==> src/include/pds_pkg.sv <==
// Constants for the feedback divider control and observation pin selector.
// Assumes a single synchronous clock domain and a plain strobe register port.
//
// How it works
// - Codes two and three divide by two/three or four/five, lower ratio when swallow is zero.
// - Code four divides by eight and nine, eight alone when swallow is zero.
// - Code five divides by sixteen and seventeen, sixteen alone when swallow is zero.
// - Code six divides by thirty-two and thirty-three, thirty-two alone when swallow zero.
// - Main-counter bypass acts only in fixed divide; ratio then equals prescaler setting.
// - Select code zero and unassigned low-half codes drive the pin low.
// - Low codes one to six show feedback, reference, swallow, prescaler, up, down.
// - High-half codes follow the reference monitor list; code zero drives low.
// - High codes one and two show first and second reference clocks; code two is low in differential mode.
// - High codes three and four show selected and unselected reference clocks.
// - High codes five and six show selected and unselected reference status.
// - High codes seven and eight show first and second reference frequency valid.
// - High code nine shows AND of both reference frequency flags.
// - High code ten shows lock AND selected status AND oscillator status.
// - High code eleven shows oscillator frequency valid.
// - High code twelve shows the raw select input, high when second is requested, even in differential mode.
// - High code thirteen shows digital lock indication.
// - High code fourteen shows holdover active.
package pds_pkg;
    localparam int ADDR_W = 8;
    localparam int DATA_W = 8;
    localparam int A_W    = 6;
    localparam int B_W    = 13;
    localparam int R_W    = 14;
    localparam int P_W    = 6;

    localparam logic [7:0] REF_DIV_LO_OFF   = 8'h11;
    localparam logic [7:0] REF_DIV_HI_OFF   = 8'h12;
    localparam logic [7:0] SWALLOW_OFF      = 8'h13;
    localparam logic [7:0] MAIN_LO_OFF      = 8'h14;
    localparam logic [7:0] MAIN_HI_OFF      = 8'h15;
    localparam logic [7:0] FEEDBACK_CTL_OFF = 8'h16;
    localparam logic [7:0] OBS_SEL_OFF      = 8'h17;
    localparam logic [7:0] STATUS_OFF       = 8'h1F;

    localparam int CTL_RST_REF_BIT  = 6;
    localparam int CTL_RST_AB_BIT   = 5;
    localparam int CTL_RST_ALL_BIT  = 4;
    localparam int CTL_BYPASS_BIT   = 3;
    localparam int CTL_PRESC_LSB    = 0;
    localparam int PRESC_W          = 3;
    localparam int OBS_SEL_LSB      = 2;
    localparam int OBS_SEL_W        = 6;

    localparam logic [7:0] FEEDBACK_CTL_RST = 8'h00;
    localparam logic [7:0] OBS_SEL_RST      = 8'h00;
    localparam logic [7:0] SWALLOW_RST      = 8'h00;
    localparam logic [7:0] MAIN_LO_RST      = 8'h01;
    localparam logic [7:0] MAIN_HI_RST      = 8'h00;
    localparam logic [7:0] REF_DIV_LO_RST   = 8'h01;
    localparam logic [7:0] REF_DIV_HI_RST   = 8'h00;

    typedef enum logic [2:0] {
        PDS_FIXED_1  = 3'h0,
        PDS_FIXED_2  = 3'h1,
        PDS_DUAL_2_3 = 3'h2,
        PDS_DUAL_4_5 = 3'h3,
        PDS_DUAL_8_9 = 3'h4,
        PDS_DUAL_16  = 3'h5,
        PDS_DUAL_32  = 3'h6,
        PDS_FIXED_3  = 3'h7
    } pds_presc_type;

    // Base (lower) prescaler ratio
    function automatic logic [P_W-1:0] pds_base_ratio(input logic [2:0] code);
        case (pds_presc_type'(code))
            PDS_FIXED_1:  pds_base_ratio = 6'h01;
            PDS_FIXED_2:  pds_base_ratio = 6'h02;
            PDS_DUAL_2_3: pds_base_ratio = 6'h02;
            PDS_DUAL_4_5: pds_base_ratio = 6'h04;
            PDS_DUAL_8_9: pds_base_ratio = 6'h08;
            PDS_DUAL_16:  pds_base_ratio = 6'h10;
            PDS_DUAL_32:  pds_base_ratio = 6'h20;
            default:      pds_base_ratio = 6'h03;
        endcase
    endfunction

    // True for the dual-modulus settings
    function automatic logic pds_is_dual(input logic [2:0] code);
        pds_is_dual = (code >= 3'h2) && (code <= 3'h6);
    endfunction
endpackage

==> src/rtl/pds_top.sv <==
// Feedback divider (prescaler, swallow and main counters) with observation pin.
// Assumes all inputs synchronous to clk; clk stands for the divider input rate.
//
// The implementer's own choice: strobed register access.
`timescale 1ns/1ps
module pds_top
    import pds_pkg::*;
#(
    parameter int SWALLOW_W = A_W,
    parameter int MAIN_W    = B_W,
    parameter int REF_W     = R_W
) (
    input  wire logic              clk,            // 125 MHz clock
    input  wire logic              rst,            // Synchronous reset, high
    input  wire logic [ADDR_W-1:0] addr,           // Register address
    input  wire logic [DATA_W-1:0] wdata,          // Write data
    input  wire logic              wr,             // Write strobe
    input  wire logic              rd,             // Read strobe
    output logic      [DATA_W-1:0] rdata,          // Read data, one cycle later
    input  wire logic              pfd_up,         // Phase detector up pulse
    input  wire logic              pfd_down,       // Phase detector down pulse
    input  wire logic              first_ref_clk,  // First reference input
    input  wire logic              second_ref_clk, // Second reference input
    input  wire logic              second_ref_sel, // High: second reference selected, except in differential mode
    input  wire logic              diff_mode,      // Differential reference mode
    input  wire logic              first_ref_ok,   // First reference status
    input  wire logic              second_ref_ok,  // Second reference status
    input  wire logic              first_freq_ok,  // First reference frequency valid
    input  wire logic              second_freq_ok, // Second reference frequency valid
    input  wire logic              osc_freq_ok,    // Oscillator frequency valid
    input  wire logic              lock_ind,       // Digital lock indication
    input  wire logic              holdover,       // Holdover active
    output logic                   obs_pin,        // Observation pin
    output logic                   fb_div_out,     // Feedback divider toggle output
    output logic                   ref_div_out     // Reference divider toggle output
);
    initial begin
        if (SWALLOW_W < 1 || SWALLOW_W > 8) $error("pds_top: SWALLOW_W out of range");
        if (MAIN_W < 9 || MAIN_W > 16) $error("pds_top: MAIN_W out of range");
        if (REF_W < 9 || REF_W > 16) $error("pds_top: REF_W out of range");
    end

    // Configuration registers
    logic [7:0] ctl_reg;
    logic [7:0] obs_reg;
    logic [7:0] swallow_reg;
    logic [7:0] main_lo_reg;
    logic [7:0] main_hi_reg;
    logic [7:0] ref_lo_reg;
    logic [7:0] ref_hi_reg;

    wire hit_ctl     = (addr == FEEDBACK_CTL_OFF);
    wire hit_obs     = (addr == OBS_SEL_OFF);
    wire hit_swallow = (addr == SWALLOW_OFF);
    wire hit_main_lo = (addr == MAIN_LO_OFF);
    wire hit_main_hi = (addr == MAIN_HI_OFF);
    wire hit_ref_lo  = (addr == REF_DIV_LO_OFF);
    wire hit_ref_hi  = (addr == REF_DIV_HI_OFF);
    wire hit_status  = (addr == STATUS_OFF);

    always_ff @(posedge clk) begin
        if (rst) begin
            ctl_reg     <= FEEDBACK_CTL_RST;
            obs_reg     <= OBS_SEL_RST;
            swallow_reg <= SWALLOW_RST;
            main_lo_reg <= MAIN_LO_RST;
            main_hi_reg <= MAIN_HI_RST;
            ref_lo_reg  <= REF_DIV_LO_RST;
            ref_hi_reg  <= REF_DIV_HI_RST;
        end else if (wr) begin
            if (hit_ctl) ctl_reg <= wdata;
            if (hit_obs) obs_reg <= wdata;
            if (hit_swallow) swallow_reg <= wdata;
            if (hit_main_lo) main_lo_reg <= wdata;
            if (hit_main_hi) main_hi_reg <= wdata;
            if (hit_ref_lo) ref_lo_reg <= wdata;
            if (hit_ref_hi) ref_hi_reg <= wdata;
        end
    end

    // Decoded control fields
    wire [2:0] presc_code = ctl_reg[CTL_PRESC_LSB +: PRESC_W];
    wire       dual       = pds_is_dual(presc_code);
    wire       reset_all  = ctl_reg[CTL_RST_ALL_BIT];
    wire       reset_ab   = ctl_reg[CTL_RST_AB_BIT] || reset_all;
    wire       reset_ref  = ctl_reg[CTL_RST_REF_BIT] || reset_all;
    wire       bypass     = ctl_reg[CTL_BYPASS_BIT] && !dual;
    wire [5:0] obs_sel    = obs_reg[OBS_SEL_LSB +: OBS_SEL_W];

    wire [15:0] main_full = {main_hi_reg, main_lo_reg};
    wire [15:0] ref_full  = {ref_hi_reg, ref_lo_reg};
    wire [SWALLOW_W-1:0] swallow_val = swallow_reg[SWALLOW_W-1:0];
    wire [MAIN_W-1:0]    main_val    = main_full[MAIN_W-1:0];
    wire [REF_W-1:0]     ref_val     = ref_full[REF_W-1:0];

    // Swallow counter: busy for the first A prescaler periods; each sets the next period to the upper ratio
    logic [SWALLOW_W-1:0] swallow_cnt;
    logic                 p_tick;
    logic                 n_tick;
    wire                  swallow_busy = dual && (swallow_cnt != '0);
    wire                  swallow_done = p_tick && (swallow_cnt == SWALLOW_W'(1));

    always_ff @(posedge clk) begin
        if (rst || reset_ab) begin
            swallow_cnt <= swallow_val;
        end else if (n_tick) begin
            swallow_cnt <= swallow_val;
        end else if (p_tick && swallow_cnt != '0) begin
            swallow_cnt <= swallow_cnt - 1'b1;
        end
    end

    // Prescaler: base ratio, one more while swallowing
    wire [P_W-1:0] base_ratio  = pds_base_ratio(presc_code);
    wire [P_W-1:0] p_load      = base_ratio - (swallow_busy ? 6'h00 : 6'h01);

    pds_counter #(
        .WIDTH (P_W)
    ) u_presc (
        .clk  (clk),
        .rst  (rst),
        .clr  (reset_ab),
        .step (1'b1),
        .load (p_load),
        .tick (p_tick)
    );

    // Main counter; bypassed when the bypass bit is set in fixed divide, so each prescaler period ends a cycle
    wire [MAIN_W-1:0] main_load = (main_val == '0) ? '0 : main_val - 1'b1;
    logic             main_tick;

    pds_counter #(
        .WIDTH (MAIN_W)
    ) u_main (
        .clk  (clk),
        .rst  (rst),
        .clr  (reset_ab || bypass),
        .step (p_tick),
        .load (main_load),
        .tick (main_tick)
    );

    assign n_tick = bypass ? p_tick : main_tick;

    // Reference counter
    wire [REF_W-1:0] ref_load = (ref_val == '0) ? '0 : ref_val - 1'b1;
    logic            r_tick;

    pds_counter #(
        .WIDTH (REF_W)
    ) u_ref (
        .clk  (clk),
        .rst  (rst),
        .clr  (reset_ref),
        .step (1'b1),
        .load (ref_load),
        .tick (r_tick)
    );

    // Toggle outputs, so each divider shows as a running clock
    logic n_toggle;
    logic r_toggle;
    logic a_toggle;
    logic p_toggle;
    logic n_delayed;
    logic r_delayed;

    always_ff @(posedge clk) begin
        if (rst) begin
            n_toggle  <= 1'b0;
            r_toggle  <= 1'b0;
            a_toggle  <= 1'b0;
            p_toggle  <= 1'b0;
            n_delayed <= 1'b0;
            r_delayed <= 1'b0;
        end else begin
            n_toggle  <= n_toggle ^ n_tick;
            r_toggle  <= r_toggle ^ r_tick;
            a_toggle  <= a_toggle ^ swallow_done;
            p_toggle  <= p_toggle ^ p_tick;
            n_delayed <= n_toggle;
            r_delayed <= r_toggle;
        end
    end

    // Reference monitor style selections
    // Differential mode always runs the loop from the first input
    wire sel_second    = second_ref_sel && !diff_mode;
    wire sel_ref_clk   = sel_second ? second_ref_clk : first_ref_clk;
    wire unsel_ref_clk = !diff_mode && (second_ref_sel ? first_ref_clk : second_ref_clk);
    wire sel_ref_ok    = sel_second ? second_ref_ok : first_ref_ok;
    wire unsel_ref_ok  = !diff_mode && (second_ref_sel ? first_ref_ok : second_ref_ok);
    wire second_reference_input_avail    = !diff_mode && second_ref_clk;

    wire [31:0] low_set = {
        25'h0000000,
        pfd_down,      // 6
        pfd_up,        // 5
        p_toggle,      // 4
        a_toggle,      // 3
        r_delayed,     // 2
        n_delayed,     // 1
        1'b0           // 0
    };

    wire [31:0] high_set = {
        17'h00000,
        holdover,                                 // 14
        lock_ind,                                 // 13
        second_ref_sel,                           // 12
        osc_freq_ok,                              // 11
        lock_ind && sel_ref_ok && osc_freq_ok,    // 10
        first_freq_ok && second_freq_ok,          // 9
        second_freq_ok,                           // 8
        first_freq_ok,                            // 7
        unsel_ref_ok,                             // 6
        sel_ref_ok,                               // 5
        unsel_ref_clk,                            // 4
        sel_ref_clk,                              // 3
        second_reference_input_avail,                               // 2
        first_ref_clk,                            // 1
        1'b0                                      // 0
    };

    wire next_obs_pin = obs_sel[5] ? high_set[obs_sel[4:0]] : low_set[obs_sel[4:0]];

    // Readback of block state
    wire [7:0] status_word = {
        2'b00,
        swallow_busy,
        bypass,
        dual,
        obs_pin,
        n_toggle,
        r_toggle
    };

    wire [7:0] next_rdata =
        !rd         ? 8'h00 :
        hit_ctl     ? ctl_reg :
        hit_obs     ? obs_reg :
        hit_swallow ? {2'b00, swallow_reg[5:0]} :
        hit_main_lo ? main_lo_reg :
        hit_main_hi ? {3'b000, main_hi_reg[4:0]} :
        hit_ref_lo  ? ref_lo_reg :
        hit_ref_hi  ? {2'b00, ref_hi_reg[5:0]} :
        hit_status  ? status_word :
        8'h00;

    always_ff @(posedge clk) begin
        if (rst) begin
            obs_pin     <= 1'b0;
            fb_div_out  <= 1'b0;
            ref_div_out <= 1'b0;
            rdata       <= 8'h00;
        end else begin
            obs_pin     <= next_obs_pin;
            fb_div_out  <= n_toggle;
            ref_div_out <= r_toggle;
            rdata       <= next_rdata;
        end
    end
endmodule

==> src/rtl/pds_counter.sv <==
// Reloading down counter; a tick marks each full period of load+1 steps.
// Assumes clear and step are synchronous to clk.
`timescale 1ns/1ps
module pds_counter #(
    parameter int WIDTH = 13
) (
    input  wire logic             clk,   // System clock
    input  wire logic             rst,   // Synchronous reset
    input  wire logic             clr,   // Hold at load value
    input  wire logic             step,  // Count one step
    input  wire logic [WIDTH-1:0] load,  // Period minus one
    output logic                  tick   // Last step of period
);
    logic [WIDTH-1:0] count;
    wire              at_end = (count == '0);

    initial begin
        if (WIDTH < 1) $error("pds_counter: WIDTH must be at least 1");
    end

    assign tick = step && at_end && !clr;

    always_ff @(posedge clk) begin
        if (rst || clr) begin
            count <= load;
        end else if (step) begin
            count <= at_end ? load : count - 1'b1;
        end
    end
endmodule

==> config.mk <==
export PLATFORM = sky130hd
export DESIGN_NAME = pds_top
export DESIGN_NICKNAME = d
export VERILOG_FILES = /design/src/include/pds_pkg.sv /design/src/rtl/pds_top.sv /design/src/rtl/pds_counter.sv
export SDC_FILE = /design/constraint.sdc
export NUM_CORES = 1
export LEC_CHECK = 0
export BUFFER_PORTS_ARGS = -buffer_cell sky130_fd_sc_hd__buf_2
export CAP_MARGIN = 20
export CORE_UTILIZATION = 54
export DETAILED_ROUTE_END_ITERATION = 6
export GPL_ROUTABILITY_DRIVEN = 0
export PLACE_DENSITY = 0.73
export SYNTH_ARGS = -nofsm -noshare
export SYNTH_HDL_FRONTEND = slang
export SYNTH_SLANG_ARGS = --single-unit
==> constraint.sdc <==
create_clock -name clk -period 3 [get_ports clk]
set_input_delay 0.3 -clock clk [delete_from_list [all_inputs] [get_ports clk]]
set_output_delay 0.3 -clock clk [all_outputs]
set_load 0.02 [all_outputs]
==> out/summary.md <==
Cells and area
- 947 — number of inserted filler cells in the final layout
- 0.00652 mm² — post-route cell area
- 14 — max reg flops
- 8.67% — area growth from synthesis to final layout
- 752 — number of nets in the layout
- 0 — antenna fix cells
- u_ref.count — register with the highest flop count
- 13.9% — layout cell share with drive strength beyond 1
- u_ref.count x14, u_main.count x13 — largest registers

STA
- 0 — max-slew violation total from the final report
- 0 ns — Setup TNS
- 0 — final setup violation count
- 2.68 ns — post-route minimum period
- 0.0132 ns — Worst Clk Skew
- 0 — final hold vios
- false — setup repair after global routing missed its margin
- 373 MHz — peak clock frequency supported by timing
- 89.3% — final clock period utilization by the worst path
- 0.754 ns — Least-Margin Pin Slew
- 49.2% — worst max-slew margin expressed relative to the limit
- 0.244 ns — worst hold slack

Status
- finished, final reports clean — outcome

Yosys
- 37.5% — portion of the post-synthesis area used by sequential elements
- 28.0% — top-area cell type share of the netlist area
- 74 — number of distinct standard cells referenced by the synthesized netlist
- 103 — number of register bits inferred by synthesis
- 0.00600 mm² — netlist area before placement
- 723 — syn nets
- 8.88 µm² — post-synthesis area per instance
- 0% — share of async-settable or async-resettable flops after synthesis
- sky130_fd_sc_hd__dfxtp_1 — leading register cell type out of synthesis
- 0 — number of synthesis warnings
- sky130_fd_sc_hd__dfxtp_1 28%, sky130_fd_sc_hd__mux2i_1 10%, sky130_fd_sc_hd__edfxtp_1 9.5%, sky130_fd_sc_hd__nor2_1 5.4%, sky130_fd_sc_hd__xnor2_1 4.5% — cell types occupying the most area after synthesis
- 676 — Post-Synthesis Cells
- 19 — number of enable-type register cells in the synthesized netlist
- sky130_fd_sc_hd__dfxtp_1 — leading area contributor after synthesis

Worst setup path
- inv_1 -> ha_1 -> or3b_2 -> o311ai_1 -> ha_1 -> xnor2_1 -> o21ai_0 -> a221oi_1 -> a21oi_1 — ordered list of cells on the worst path
- register — Worst Setup End Kind
- 5 — maximum fanout along the worst path
- 2.92 ns — endpoint arrival time on the critical path
- register — kind of launch point of the worst setup path
- register to register — Setup CP Type
- sky130_fd_sc_hd__or3b_2 — Critical Path Slowest Stage Cell
- sky130_fd_sc_hd__ha_1 — cell repeated most along the worst path
- 3.24 ns — required time at the endpoint of the critical path
- 0.50 ns — largest incremental delay on the critical path

Clock network
- 2 — maximum clock insertion buffer count
- 3 — CTS HTree Levels
- done — clock tree from TritonCTS
- 103 — number of clock sinks
- 0 — count of hold-fix buffers inserted at cts
- 0 — Post-CTS Setup Inserts
- 0.10 ns — CTS clk-pin slew, worst paths
- 9 — Inserted Clock Buffers
- sky130_fd_sc_hd__clkbuf_8 — library cell used as clock root buffer
- 0 — PostCTS Resize Cnt
- 0.39 ns — clock latency of the later-clocked register in the worst-skew pair

Detailed routing
- 0 — remaining design rule violation count
- 331 — Detailed Route Iter0 Violations
- 0 — count of nets left with antenna violations after detail routing
- 17.7 µm — wire length per cell
- 15100 µm — WL final
- 5123 — detailed-route via count
- 6.03 — via/cell ratio
- 5 — first-pass detailed-route iteration total

Floorplan
- 107 µm — die height
- 55.4% — Initial Util
- 0.0108 mm² — placeable core region
- 44 — IO Pins
- 38 — number of placement rows
- 107 µm — floorplan die width
- 0.0115 mm² — die area

Pwr
- 623 mW/mm² — total power per unit cell area
- 0.463 mV — VDD IR-drop max
- 2.60 nW — Static Leak
- 4.06 mW — overall power of the completed layout

GRT
- 58 — pin count of the biggest net entering global routing
- 4897 — vias in the first global route
- 24100 µm — first-pass GRT wire length
- 0 — aggregate global routing overflow
- 27.1% — gr usage total
- 0 — antenna violations before repair

Place
- 0.00631 mm² — dpl cell area
- 11000 µm — post-detail-place hpwl
- 43 — PortBufs

Run
- 0 — max-cap check violation count

Worst hold path
- primary input to register — Hold WC Path Type

logic make-up (layout without fill, tap and decap cells):
group	after synthesis	in the layout	share of synthesized area [%]
flip-flops	103	103	37.5
adder cells (fa/ha/maj)	14	14	2.92
AND/OR/NAND/NOR	263	263	23.5
multiplexers	71	71	12.4
XOR/XNOR	52	52	7.59
buffers and inverters	55	89	3.71
AO/OA/AOI/OAI	118	118	12.3
layer usage:
layer / track usage [%] / vias up / routed length [µm]
met5: 0 / - / 0
met4: 14.4 / 0 / 519
met1: 33.9 / 2454 / 6730
li1: - / 2478 / -
met2: 44.8 / 148 / 7190
met3: 4.42 / 43 / 635
metrics by stage:
step           worst slack [ns]  util (%)  instances
6_report                  0.320      60.2        850
5_1_grt                  0.0931      60.2        850
4_1_cts                   0.368      60.2        850
3_5_place_dp              0.388      58.2        834
3_3_place_gp              0.536      58.2        834
2_1_floorplan             0.621         -        676
power by group:
group	leakage [nW]	internal [mW]	switching [mW]
registers	0.876	1.71	0.236
clock network	0.108	0.495	0.480
logic	1.62	0.517	0.628
total	2.60	2.72	1.34
area by class of cell:
| cell class | count | area, µm² | share of cell area, % |
|---|---|---|---|
| Clock buffer | 13 | 149 | 2.28 |
| Clock inverter | 3 | 66.3 | 1.02 |
| Inverter | 25 | 93.8 | 1.44 |
| Multi-Input combinational cell | 518 | 3530 | 54.2 |
| Sequential cell | 103 | 2250 | 34.5 |
| Tap cell | 140 | 175 | 2.69 |
| Timing Repair Buffer | 48 | 253 | 3.88 |
layout by cell type (no fill, tap or decap), types with 4 or more instances in the layout:
| cell | count |
|---|---|
| sky130_fd_sc_hd__a21oi_1 | 23 |
| sky130_fd_sc_hd__a22oi_1 | 7 |
| sky130_fd_sc_hd__a31oi_1 | 4 |
| sky130_fd_sc_hd__and3_1 | 5 |
| sky130_fd_sc_hd__buf_2 | 43 |
| sky130_fd_sc_hd__buf_4 | 5 |
| sky130_fd_sc_hd__clkbuf_8 | 10 |
| sky130_fd_sc_hd__dfxtp_1 | 84 |
| sky130_fd_sc_hd__edfxtp_1 | 19 |
| sky130_fd_sc_hd__ha_1 | 14 |
| sky130_fd_sc_hd__inv_1 | 24 |
| sky130_fd_sc_hd__mux2_2 | 7 |
| sky130_fd_sc_hd__mux2i_1 | 61 |
| sky130_fd_sc_hd__nand2_1 | 42 |
| sky130_fd_sc_hd__nand2b_1 | 4 |
| sky130_fd_sc_hd__nand3_1 | 36 |
| sky130_fd_sc_hd__nand3b_1 | 6 |
| sky130_fd_sc_hd__nand4_1 | 4 |
| sky130_fd_sc_hd__nor2_1 | 86 |
| sky130_fd_sc_hd__nor2b_1 | 12 |
| sky130_fd_sc_hd__nor3_1 | 15 |
| sky130_fd_sc_hd__nor4_1 | 10 |
| sky130_fd_sc_hd__o21ai_0 | 32 |
| sky130_fd_sc_hd__o21ai_1 | 11 |
| sky130_fd_sc_hd__o22ai_1 | 10 |
| sky130_fd_sc_hd__xnor2_1 | 31 |
| sky130_fd_sc_hd__xor2_1 | 21 |
synthesized netlist by cell type, types with 11 or more instances:
| cell type | n |
|---|---|
| sky130_fd_sc_hd__a21oi_1 | 23 |
| sky130_fd_sc_hd__clkbuf_1 | 19 |
| sky130_fd_sc_hd__dfxtp_1 | 84 |
| sky130_fd_sc_hd__edfxtp_1 | 19 |
| sky130_fd_sc_hd__ha_1 | 14 |
| sky130_fd_sc_hd__inv_1 | 24 |
| sky130_fd_sc_hd__mux2i_1 | 61 |
| sky130_fd_sc_hd__nand2_1 | 42 |
| sky130_fd_sc_hd__nand3_1 | 36 |
| sky130_fd_sc_hd__nor2_1 | 86 |
| sky130_fd_sc_hd__nor2b_1 | 12 |
| sky130_fd_sc_hd__nor3_1 | 15 |
| sky130_fd_sc_hd__o21ai_0 | 32 |
| sky130_fd_sc_hd__o21ai_1 | 11 |
| sky130_fd_sc_hd__xnor2_1 | 31 |
| sky130_fd_sc_hd__xor2_1 | 21 |
worst max-delay path, delay by kind of cell, from the launching register on:
family,cells,cell delay [ns]
buf+inv,1,0.09
xor+xnor,1,0.14
fa+ha+maj,2,0.52
simple gates,1,0.50
flops,1,0.42
compound gates,4,0.87
worst paths after layout:
| check | start | end | slack (ns) | cells after the start |
|---|---|---|---|---|
| max | swallow_cnt[0]$_DFFE_PP_ | u_presc.count[3]$_DFF_P_ | 0.32 | 9 |
| min | wdata[7] | obs_reg[7]$_SDFFE_PP0P_ | 0.24 | 3 |
| max reg2reg | swallow_cnt[0]$_DFFE_PP_ | u_presc.count[3]$_DFF_P_ | 0.32 | 9 |
| min reg2reg | u_presc.count[0]$_DFF_P_ | u_presc.count[0]$_DFF_P_ | 0.48 | 1 |
Note: power is estimated with default switching activity, not from simulation.
